[config.mk]
export PLATFORM = sky130hd
export DESIGN_NAME = irq_mask_gate
export DESIGN_NICKNAME = d
export VERILOG_FILES = /design/src/img_pkg.sv /design/src/irq_mask_gate.sv /design/src/img_apb_port.sv /design/src/img_irq_gate.sv
export VERILOG_INCLUDE_DIRS = /design/src /design/src/src
export SDC_FILE = /design/constraint.sdc
export NUM_CORES = 1
export LEC_CHECK = 0
export BUFFER_PORTS_ARGS = -buffer_cell sky130_fd_sc_hd__buf_2
export CAP_MARGIN = 20
export CELL_PAD_IN_SITES_DETAIL_PLACEMENT = 1
export CELL_PAD_IN_SITES_GLOBAL_PLACEMENT = 1
export CORE_MARGIN = 2
export CORE_UTILIZATION = 35
export CTS_CLUSTER_SIZE = 40
export DETAILED_ROUTE_END_ITERATION = 6
export PLACE_DENSITY_LB_ADDON = 0.1
export SYNTH_ARGS = -nofsm -noshare
export SYNTH_HDL_FRONTEND = slang
export SYNTH_HIERARCHICAL = 1
export SYNTH_SLANG_ARGS = --single-unit
[constraint.sdc]
create_clock -name ref_clk -period 2 [get_ports ref_clk]
set_input_delay 0.4 -clock ref_clk [delete_from_list [all_inputs] [get_ports ref_clk]]
set_output_delay 0.4 -clock ref_clk [all_outputs]
set_load 0.03 [all_outputs]
[src/irq_mask_gate_consts.svh]
// Register offsets, field positions and reset values of the interrupt enable mask.
// Assumes a byte-addressed register bus with 32-bit aligned words.
`ifndef IRQ_MASK_GATE_CONSTS_SVH
`define IRQ_MASK_GATE_CONSTS_SVH

// Byte offsets of the two views of the enable mask
`define IMG_OFS_SET 8'h88
`define IMG_OFS_CLR 8'h8C

// Bits that software may set and clear; 28 and 14..10 are read-only zero
`define IMG_MASK_RW 32'hEFFF_83FF
// Reset value of the whole mask
`define IMG_MASK_RST 32'h0000_0000
// Event bits taken as sources (all but the gate position); 28 and 14..10 never raise the output
`define IMG_EVENT_SRC 32'h7FFF_FFFF

// Field positions
`define IMG_B_GLOBAL_IRQ_GATE 31
`define IMG_B_MAKER_DEFINED_IRQ 30
`define IMG_B_SOFTWARE_RAISED_IRQ 29
`define IMG_B_RSVD_HI 28
`define IMG_B_LATE_ACK 27
`define IMG_B_PHY_READBACK_ARRIVED 26
`define IMG_B_OVERLONG_CYCLE 25
`define IMG_B_FATAL_FAULT 24
`define IMG_B_CYCLE_TIMER_MISMATCH 23
`define IMG_B_MISSED_CYCLE_START 22
`define IMG_B_SECONDS_ROLLOVER 21
`define IMG_B_NEW_ISO_CYCLE 20
`define IMG_B_PHY_STATUS_XFER 19
`define IMG_B_PHY_ACCESS_FAILED 18
`define IMG_B_SERIAL_BUS_REINIT 17
`define IMG_B_NODE_IDENT_DONE 16
`define IMG_B_NODE_IDENT_DONE_STICKY 15
`define IMG_B_ATOMIC_REPLY_FAULT 9
`define IMG_B_BUFFERED_WRITE_FAULT 8
`define IMG_B_ISO_RECEIVE_DMA 7
`define IMG_B_ISO_TRANSMIT_DMA 6
`define IMG_B_RESPONSE_PKT_ARRIVED 5
`define IMG_B_REQUEST_PKT_ARRIVED 4
`define IMG_B_ASYNC_RX_RESPONSE_DMA 3
`define IMG_B_ASYNC_RX_REQUEST_DMA 2
`define IMG_B_RESPONSE_SEND_DONE 1
`define IMG_B_REQUEST_SEND_DONE 0

`endif

[src/img_pkg.sv]
// Types shared by the interrupt enable mask block.
// Assumes the constants header is included by each design file that needs numbers.
package img_pkg;

    // One register word
    typedef logic [31:0] img_word_t;

    // Which view of the mask an access addresses
    typedef enum logic [1:0] {
        IMG_TGT_NONE,
        IMG_TGT_SET,
        IMG_TGT_CLR
    } img_target_t;

endpackage : img_pkg

[src/irq_mask_gate.sv]
// Interrupt enable mask with set and clear views, and the gated external interrupt line.
// Assumes the event register sits on the same clock and drives eventBits directly.
`timescale 1ns/1ns
`include "irq_mask_gate_consts.svh"

module irq_mask_gate #(
    parameter int ADDR_W = 8
) (
    input wire logic ref_clk,
    input wire logic rst,
    input wire logic psel,
    input wire logic penable,
    input wire logic pwrite,
    input wire logic [ADDR_W-1:0] paddr,
    input wire logic [31:0] pwdata,
    output logic [31:0] prdata,
    output logic pready,
    output logic pslverr,
    input wire logic [31:0] eventBits,
    output logic irqOut
);

    img_pkg::img_word_t mask_q; // Enable mask, reserved bits held at zero
    img_pkg::img_word_t mask_d; // Next mask value
    img_pkg::img_word_t prdata_q; // Registered read answer
    img_pkg::img_target_t target; // Addressed view of the mask
    logic accessOpen; // First access cycle
    logic accessDone; // Completing access cycle
    logic [30:0] armed; // Event AND enable, per source

    // Bus timing and decode
    img_apb_port #(
        .ADDR_W(ADDR_W)
    ) u_port (
        .ref_clk(ref_clk),
        .rst(rst),
        .psel(psel),
        .penable(penable),
        .paddr(paddr),
        .pready(pready),
        .pslverr(pslverr),
        .target(target),
        .accessOpen(accessOpen),
        .accessDone(accessDone)
    );

    // Next mask: ones set or clear, zeros leave bits alone
    always_comb begin
        mask_d = mask_q;
        if (accessDone && pwrite) begin
            unique case (target)
                img_pkg::IMG_TGT_SET: begin
                    mask_d = mask_q | (pwdata & `IMG_MASK_RW);
                end
                img_pkg::IMG_TGT_CLR: begin
                    mask_d = mask_q & ~(pwdata & `IMG_MASK_RW);
                end
                img_pkg::IMG_TGT_NONE: begin
                    // Unmapped writes are dropped; the error flag tells software
                    mask_d = mask_q;
                end
            endcase
        end
    end

    // Mask storage; reset clears every enable so nothing fires before software opts in
    always_ff @(posedge ref_clk or posedge rst) begin
        if (rst) begin
            mask_q <= `IMG_MASK_RST;
        end else begin
            mask_q <= mask_d;
        end
    end

    // Read answer, captured on the same edge that raises pready
    always_ff @(posedge ref_clk or posedge rst) begin
        if (rst) begin
            prdata_q <= 32'h0000_0000;
        end else if (accessOpen) begin
            if (target != img_pkg::IMG_TGT_NONE) begin
                // Both views return the same mask contents
                prdata_q <= mask_q & `IMG_MASK_RW;
            end else begin
                // Unmapped reads return zero alongside the error
                prdata_q <= 32'h0000_0000;
            end
        end
    end

    assign prdata = prdata_q;

    // Per-source arming, same bit position in event and mask
    // Maker-defined source; the one bit whose event meaning is not shared
    assign armed[`IMG_B_MAKER_DEFINED_IRQ] =
        eventBits[`IMG_B_MAKER_DEFINED_IRQ] & mask_q[`IMG_B_MAKER_DEFINED_IRQ];

    // Software-raised source, lets a driver exercise its own handler
    assign armed[`IMG_B_SOFTWARE_RAISED_IRQ] =
        eventBits[`IMG_B_SOFTWARE_RAISED_IRQ] & mask_q[`IMG_B_SOFTWARE_RAISED_IRQ];

    // Reserved position tied to zero, so it never arms whatever event and mask hold
    assign armed[`IMG_B_RSVD_HI] = 1'b0;

    // Late acknowledge
    assign armed[`IMG_B_LATE_ACK] =
        eventBits[`IMG_B_LATE_ACK] & mask_q[`IMG_B_LATE_ACK];

    // Physical layer register readback
    assign armed[`IMG_B_PHY_READBACK_ARRIVED] =
        eventBits[`IMG_B_PHY_READBACK_ARRIVED] & mask_q[`IMG_B_PHY_READBACK_ARRIVED];

    // Cycle that overran its slot
    assign armed[`IMG_B_OVERLONG_CYCLE] =
        eventBits[`IMG_B_OVERLONG_CYCLE] & mask_q[`IMG_B_OVERLONG_CYCLE];

    // Fatal fault; masking it hides a stalled controller
    assign armed[`IMG_B_FATAL_FAULT] =
        eventBits[`IMG_B_FATAL_FAULT] & mask_q[`IMG_B_FATAL_FAULT];

    // Cycle timer mismatch and missed cycle start
    assign armed[`IMG_B_CYCLE_TIMER_MISMATCH] =
        eventBits[`IMG_B_CYCLE_TIMER_MISMATCH] & mask_q[`IMG_B_CYCLE_TIMER_MISMATCH];
    assign armed[`IMG_B_MISSED_CYCLE_START] =
        eventBits[`IMG_B_MISSED_CYCLE_START] & mask_q[`IMG_B_MISSED_CYCLE_START];

    // Seconds rollover and new isochronous cycle
    assign armed[`IMG_B_SECONDS_ROLLOVER] =
        eventBits[`IMG_B_SECONDS_ROLLOVER] & mask_q[`IMG_B_SECONDS_ROLLOVER];
    assign armed[`IMG_B_NEW_ISO_CYCLE] =
        eventBits[`IMG_B_NEW_ISO_CYCLE] & mask_q[`IMG_B_NEW_ISO_CYCLE];

    // Physical layer status transfer
    assign armed[`IMG_B_PHY_STATUS_XFER] =
        eventBits[`IMG_B_PHY_STATUS_XFER] & mask_q[`IMG_B_PHY_STATUS_XFER];

    // Physical layer access that failed
    assign armed[`IMG_B_PHY_ACCESS_FAILED] =
        eventBits[`IMG_B_PHY_ACCESS_FAILED] & mask_q[`IMG_B_PHY_ACCESS_FAILED];

    // Bus reinit and both node identification sources
    assign armed[`IMG_B_SERIAL_BUS_REINIT] =
        eventBits[`IMG_B_SERIAL_BUS_REINIT] & mask_q[`IMG_B_SERIAL_BUS_REINIT];
    assign armed[`IMG_B_NODE_IDENT_DONE] =
        eventBits[`IMG_B_NODE_IDENT_DONE] & mask_q[`IMG_B_NODE_IDENT_DONE];
    assign armed[`IMG_B_NODE_IDENT_DONE_STICKY] =
        eventBits[`IMG_B_NODE_IDENT_DONE_STICKY] & mask_q[`IMG_B_NODE_IDENT_DONE_STICKY];

    // Reserved gap between the two fields
    assign armed[14:10] = 5'h00;

    // Atomic reply and buffered write faults
    assign armed[`IMG_B_ATOMIC_REPLY_FAULT] =
        eventBits[`IMG_B_ATOMIC_REPLY_FAULT] & mask_q[`IMG_B_ATOMIC_REPLY_FAULT];
    assign armed[`IMG_B_BUFFERED_WRITE_FAULT] =
        eventBits[`IMG_B_BUFFERED_WRITE_FAULT] & mask_q[`IMG_B_BUFFERED_WRITE_FAULT];

    // Iso DMA events are level ORs from the context registers, not latched here
    assign armed[`IMG_B_ISO_RECEIVE_DMA] =
        eventBits[`IMG_B_ISO_RECEIVE_DMA] & mask_q[`IMG_B_ISO_RECEIVE_DMA];
    assign armed[`IMG_B_ISO_TRANSMIT_DMA] =
        eventBits[`IMG_B_ISO_TRANSMIT_DMA] & mask_q[`IMG_B_ISO_TRANSMIT_DMA];

    // Packet arrivals in the receive buffers
    assign armed[`IMG_B_RESPONSE_PKT_ARRIVED] =
        eventBits[`IMG_B_RESPONSE_PKT_ARRIVED] & mask_q[`IMG_B_RESPONSE_PKT_ARRIVED];
    assign armed[`IMG_B_REQUEST_PKT_ARRIVED] =
        eventBits[`IMG_B_REQUEST_PKT_ARRIVED] & mask_q[`IMG_B_REQUEST_PKT_ARRIVED];

    // Asynchronous receive DMA completions
    assign armed[`IMG_B_ASYNC_RX_RESPONSE_DMA] =
        eventBits[`IMG_B_ASYNC_RX_RESPONSE_DMA] & mask_q[`IMG_B_ASYNC_RX_RESPONSE_DMA];
    assign armed[`IMG_B_ASYNC_RX_REQUEST_DMA] =
        eventBits[`IMG_B_ASYNC_RX_REQUEST_DMA] & mask_q[`IMG_B_ASYNC_RX_REQUEST_DMA];

    // Asynchronous send completions
    assign armed[`IMG_B_RESPONSE_SEND_DONE] =
        eventBits[`IMG_B_RESPONSE_SEND_DONE] & mask_q[`IMG_B_RESPONSE_SEND_DONE];
    assign armed[`IMG_B_REQUEST_SEND_DONE] =
        eventBits[`IMG_B_REQUEST_SEND_DONE] & mask_q[`IMG_B_REQUEST_SEND_DONE];

    // Gate and combine; bit 31 of the event input is not a source and is ignored
    img_irq_gate #(
        .SRC_W(31)
    ) u_gate (
        .ref_clk(ref_clk),
        .rst(rst),
        .gateOn(mask_q[`IMG_B_GLOBAL_IRQ_GATE]),
        .armed(armed),
        .irqOut(irqOut)
    );

    // Raw armed set as software would compute it, independent of the per-field wiring
    logic anyArmed;
    assign anyArmed = |(eventBits & mask_q & `IMG_EVENT_SRC);

    // Gate bit and raw event AND enable, bypassing the per-field arming wires
    logic gateOpen;
    img_pkg::img_word_t rawArmed;
    assign gateOpen = mask_q[`IMG_B_GLOBAL_IRQ_GATE];
    assign rawArmed = eventBits & mask_q;
endmodule : irq_mask_gate

[src/img_apb_port.sv]
// APB slave timing for the mask block: decode, one wait state, error on unmapped address.
// Assumes an APB master that holds its request until pready is seen high.
`timescale 1ns/1ns
`include "irq_mask_gate_consts.svh"

module img_apb_port #(
    parameter int ADDR_W = 8
) (
    input wire logic ref_clk,
    input wire logic rst,
    input wire logic psel,
    input wire logic penable,
    input wire logic [ADDR_W-1:0] paddr,
    output logic pready,
    output logic pslverr,
    output img_pkg::img_target_t target,
    output logic accessOpen,
    output logic accessDone
);

    logic readyQ; // Completion flag, high for exactly one access cycle
    logic errQ; // Error answer, valid with readyQ

    // Address decode of the two mapped words
    always_comb begin
        if (paddr == ADDR_W'(`IMG_OFS_SET)) begin
            target = img_pkg::IMG_TGT_SET;
        end else if (paddr == ADDR_W'(`IMG_OFS_CLR)) begin
            target = img_pkg::IMG_TGT_CLR;
        end else begin
            target = img_pkg::IMG_TGT_NONE;
        end
    end

    // First access cycle, before the answer is given
    assign accessOpen = psel && penable && !readyQ;
    // Edge at which the transfer completes and a write takes effect
    assign accessDone = psel && penable && readyQ;

    // One wait state keeps read data coming from a flop
    always_ff @(posedge ref_clk or posedge rst) begin
        if (rst) begin
            readyQ <= 1'b0;
            errQ <= 1'b0;
        end else begin
            readyQ <= accessOpen;
            errQ <= accessOpen && (target == img_pkg::IMG_TGT_NONE);
        end
    end

    assign pready = readyQ;
    assign pslverr = errQ;

endmodule : img_apb_port

[src/img_irq_gate.sv]
// Combines armed event bits under the global gate into one registered interrupt line.
// Assumes armed bits are already event AND enable, on the same clock.
`timescale 1ns/1ns

module img_irq_gate #(
    parameter int SRC_W = 31
) (
    input wire logic ref_clk,
    input wire logic rst,
    input wire logic gateOn,
    input wire logic [SRC_W-1:0] armed,
    output logic irqOut
);

    logic irqQ; // Registered so the pin never glitches

    // Gate closed means silence whatever the sources say
    always_ff @(posedge ref_clk or posedge rst) begin
        if (rst) begin
            irqQ <= 1'b0;
        end else begin
            irqQ <= gateOn && (|armed);
        end
    end

    assign irqOut = irqQ;

endmodule : img_irq_gate

==> results by group <==
STA
  – Worst Skew: 0.00346 ns
  – FMAX: 649 MHz
  – Worst Hold Slack: 0.353 ns
  – Sum Neg Setup Slack: 0 ns
  – Setup violators final: 0
  – Slew Viols, Final: 0
  – Part of the cycle the worst path needs: 77.0%
  – Clock period minus worst slack: 1.54 ns
  – Final setup margin: 0.460 ns
  – RSZ-0062 raised after global routing: false
  – Hold Fails Final Rpt: 0

Synthesis
  – Sequential area share after synthesis: 51.8%
  – Yosys top cell area share: 51.8%
  – Post-synth EDFFs: 0
  – Primary FF master, synth: dfrtp_1
  – Post-Syn Instances: 265
  – #FFs+latches synth: 55
  – Yosys warning count: 6
  – Synthesized area per cell: 10.0 um^2
  – Yosys top cell by area: dfrtp_1
  – Synth cell types: 22
  – Synth async-reset ratio: 100%
  – Mapped Area: 0.00266 mm^2
  – Synth area leaders: dfrtp_1 52%, a32o_1 9.8%, nand4_1 6.6%

Hold path
  – Worst Hold Class: input pin to flip-flop

Global route
  – Global-route wire length before repair: 12600 um
  – Largest net degree at the start of global routing: 54
  – Final global-route overflow total: 0
  – Initial antenna violation count: 0
  – Gr usage total: 19.1%
  – Vias in the first global route: 2403

Cells and area
  – Reg area: 0.00138 mm^2
  – Antenna Cells: 0
  – Multi-input gate area: 0.00104 mm^2
  – Fraction of layout cells with a size suffix above 1: 32.5%
  – Area grow syn2layout: 25.5%
  – Nets@finish: 433
  – Fillers: 908
  – Most frequent cells in the layout: 92 x buf_2, 55 x dfrtp_1, 30 x inv_1
  – Layout Cells excl Fill: 456
  – Most common cell after layout, fill and taps aside: buf_2

Route
  – Drt first pass iters: 4
  – Iter 0 DRT Violations: 80
  – Drt drc: 0
  – Drt total wl: 7570 um
  – Vias per inst: 5.12
  – Post-DR wirelength/cell: 16.6 um
  – Via count: 2333
  – Post-DRT Antenna Nets: 0

Floorplanning
  – Initial Utilization: 36.4%
  – Die H: 91.1 um
  – Die width: 91.1 um
  – Core area: 0.00729 mm^2
  – Boundary Pins: 112
  – Site Rows: 31
  – Die area: 0.00831 mm^2

Place
  – Post-DP HPWL: 5510 um
  – Placed cell count: 447
  – Gp weighted congestion: 0.795
  – Place WS: 0.109 ns
  – # port buffers: 92

Pwr
  – Peak supply drop: 0.230 mV
  – P_leak: 1.56 nW
  – Pwr per Cell Area: 591 mW/mm^2

Setup path
  – Critical path data arrival time: 1.74 ns
  – Crit Path Max Fanout: 14
  – Startpoint types: input pin
  – Required time of the critical path: 2.20 ns
  – Setup crit end kind: flip-flop
  – CP Class: input pin to flip-flop

Clock network
  – H-tree levels: 2
  – Clock transition at path regs: 0.09 ns
  – Clock tree from TritonCTS: yes
  – Clock Tree Buf Depth: 2
  – Clock latency on the worst-skew pair: 0.30 ns
  – Num CTS Buffers: 5
  – CTS sink cnt: 55
  – Root buffer cell: clkbuf_8

Flow run
  – Max_cap viols: 0

Outcome
  – Outcome: finished, final reports clean
## worst paths after layout
kind / from / to / slack, ns / cells past startpoint
worst min-delay path: psel / u_port/pslverr / 0.35 / 2
worst max register to register: flip-flop / u_gate/irqOut / 0.55 / 4
max in group asynchronous: rst / asynchronous set/reset pin / 1.03 / 4
worst max-delay path: paddr[1] / flip-flop / 0.46 / 6
min in group asynchronous: rst / u_gate/irqOut / 0.52 / 3
worst min register to register: flip-flop / flip-flop / 0.52 / 1
## what timing repair did
item,CTS,global route
resized for setup,0,0
buffers inserted,0,0
hold endpoints to repair,3,0
hold buffers,1,0
## area by class of cell
type                            count  share of cell area [%]
Clock buffer                        8                    3.00
Inverter                           31                    3.49
Multi-Input combinational cell    161                    31.3
Sequential cell                    55                    41.3
Tap cell                           99                    3.71
Timing Repair Buffer              102                    17.3
## per-stage QoR
step           util [%]  instance area, um^2  power (mW)
6_report           45.7                 3330        1.97
5_1_grt            45.7                 3330        2.05
4_1_cts            45.7                 3330        2.00
3_5_place_dp       44.2                 3220        1.32
3_3_place_gp       44.2                 3220        1.32
2_1_floorplan         -                 2700        1.23
## synth_stat cells, drive strengths merged (2+ instances only)
library cell / instances
a32o: 26
and2: 26
and3: 2
buf: 21
clkbuf: 8
dfrtp: 55
inv: 31
nand2: 26
nand4: 28
nor3: 3
nor4: 7
o22ai: 26
## logic make-up (layout without fill, tap and decap cells)
family	count (synthesis)	after routing	synth area share [%]
compound gates	54	54	16.6
buf+inv	60	141	11.0
flops	55	55	51.8
other cells	1	12	0.141
simple gates	95	95	20.5
## metal layers
| metal | GRT usage (%) | vias up | share of wire (%) |
|---|---|---|---|
| li1 | - | 1125 | - |
| met1 | 27.7 | 1131 | 46 |
| met2 | 29.5 | 69 | 47 |
| met3 | 3.32 | 8 | 4.8 |
| met4 | 5.18 | 0 | 1.5 |
| met5 | 0 | - | 0 |
## power breakdown
| part | switching [mW] | internal [mW] | leakage [nW] | total [mW] |
|---|---|---|---|---|
| Combinational | 0.115 | 0.0680 | 0.739 | 0.183 |
| Clock | 0.352 | 0.317 | 0.0515 | 0.669 |
| Sequential | 0.00294 | 1.12 | 0.767 | 1.12 |
## critical path: stages
cell and delay (ns):
buf_2 0.10, or3_4 0.40, nor3_2 0.26, buf_4 0.27, nand4_1 0.10, a32o_1 0.22
(Power assumes the default switching activity.)
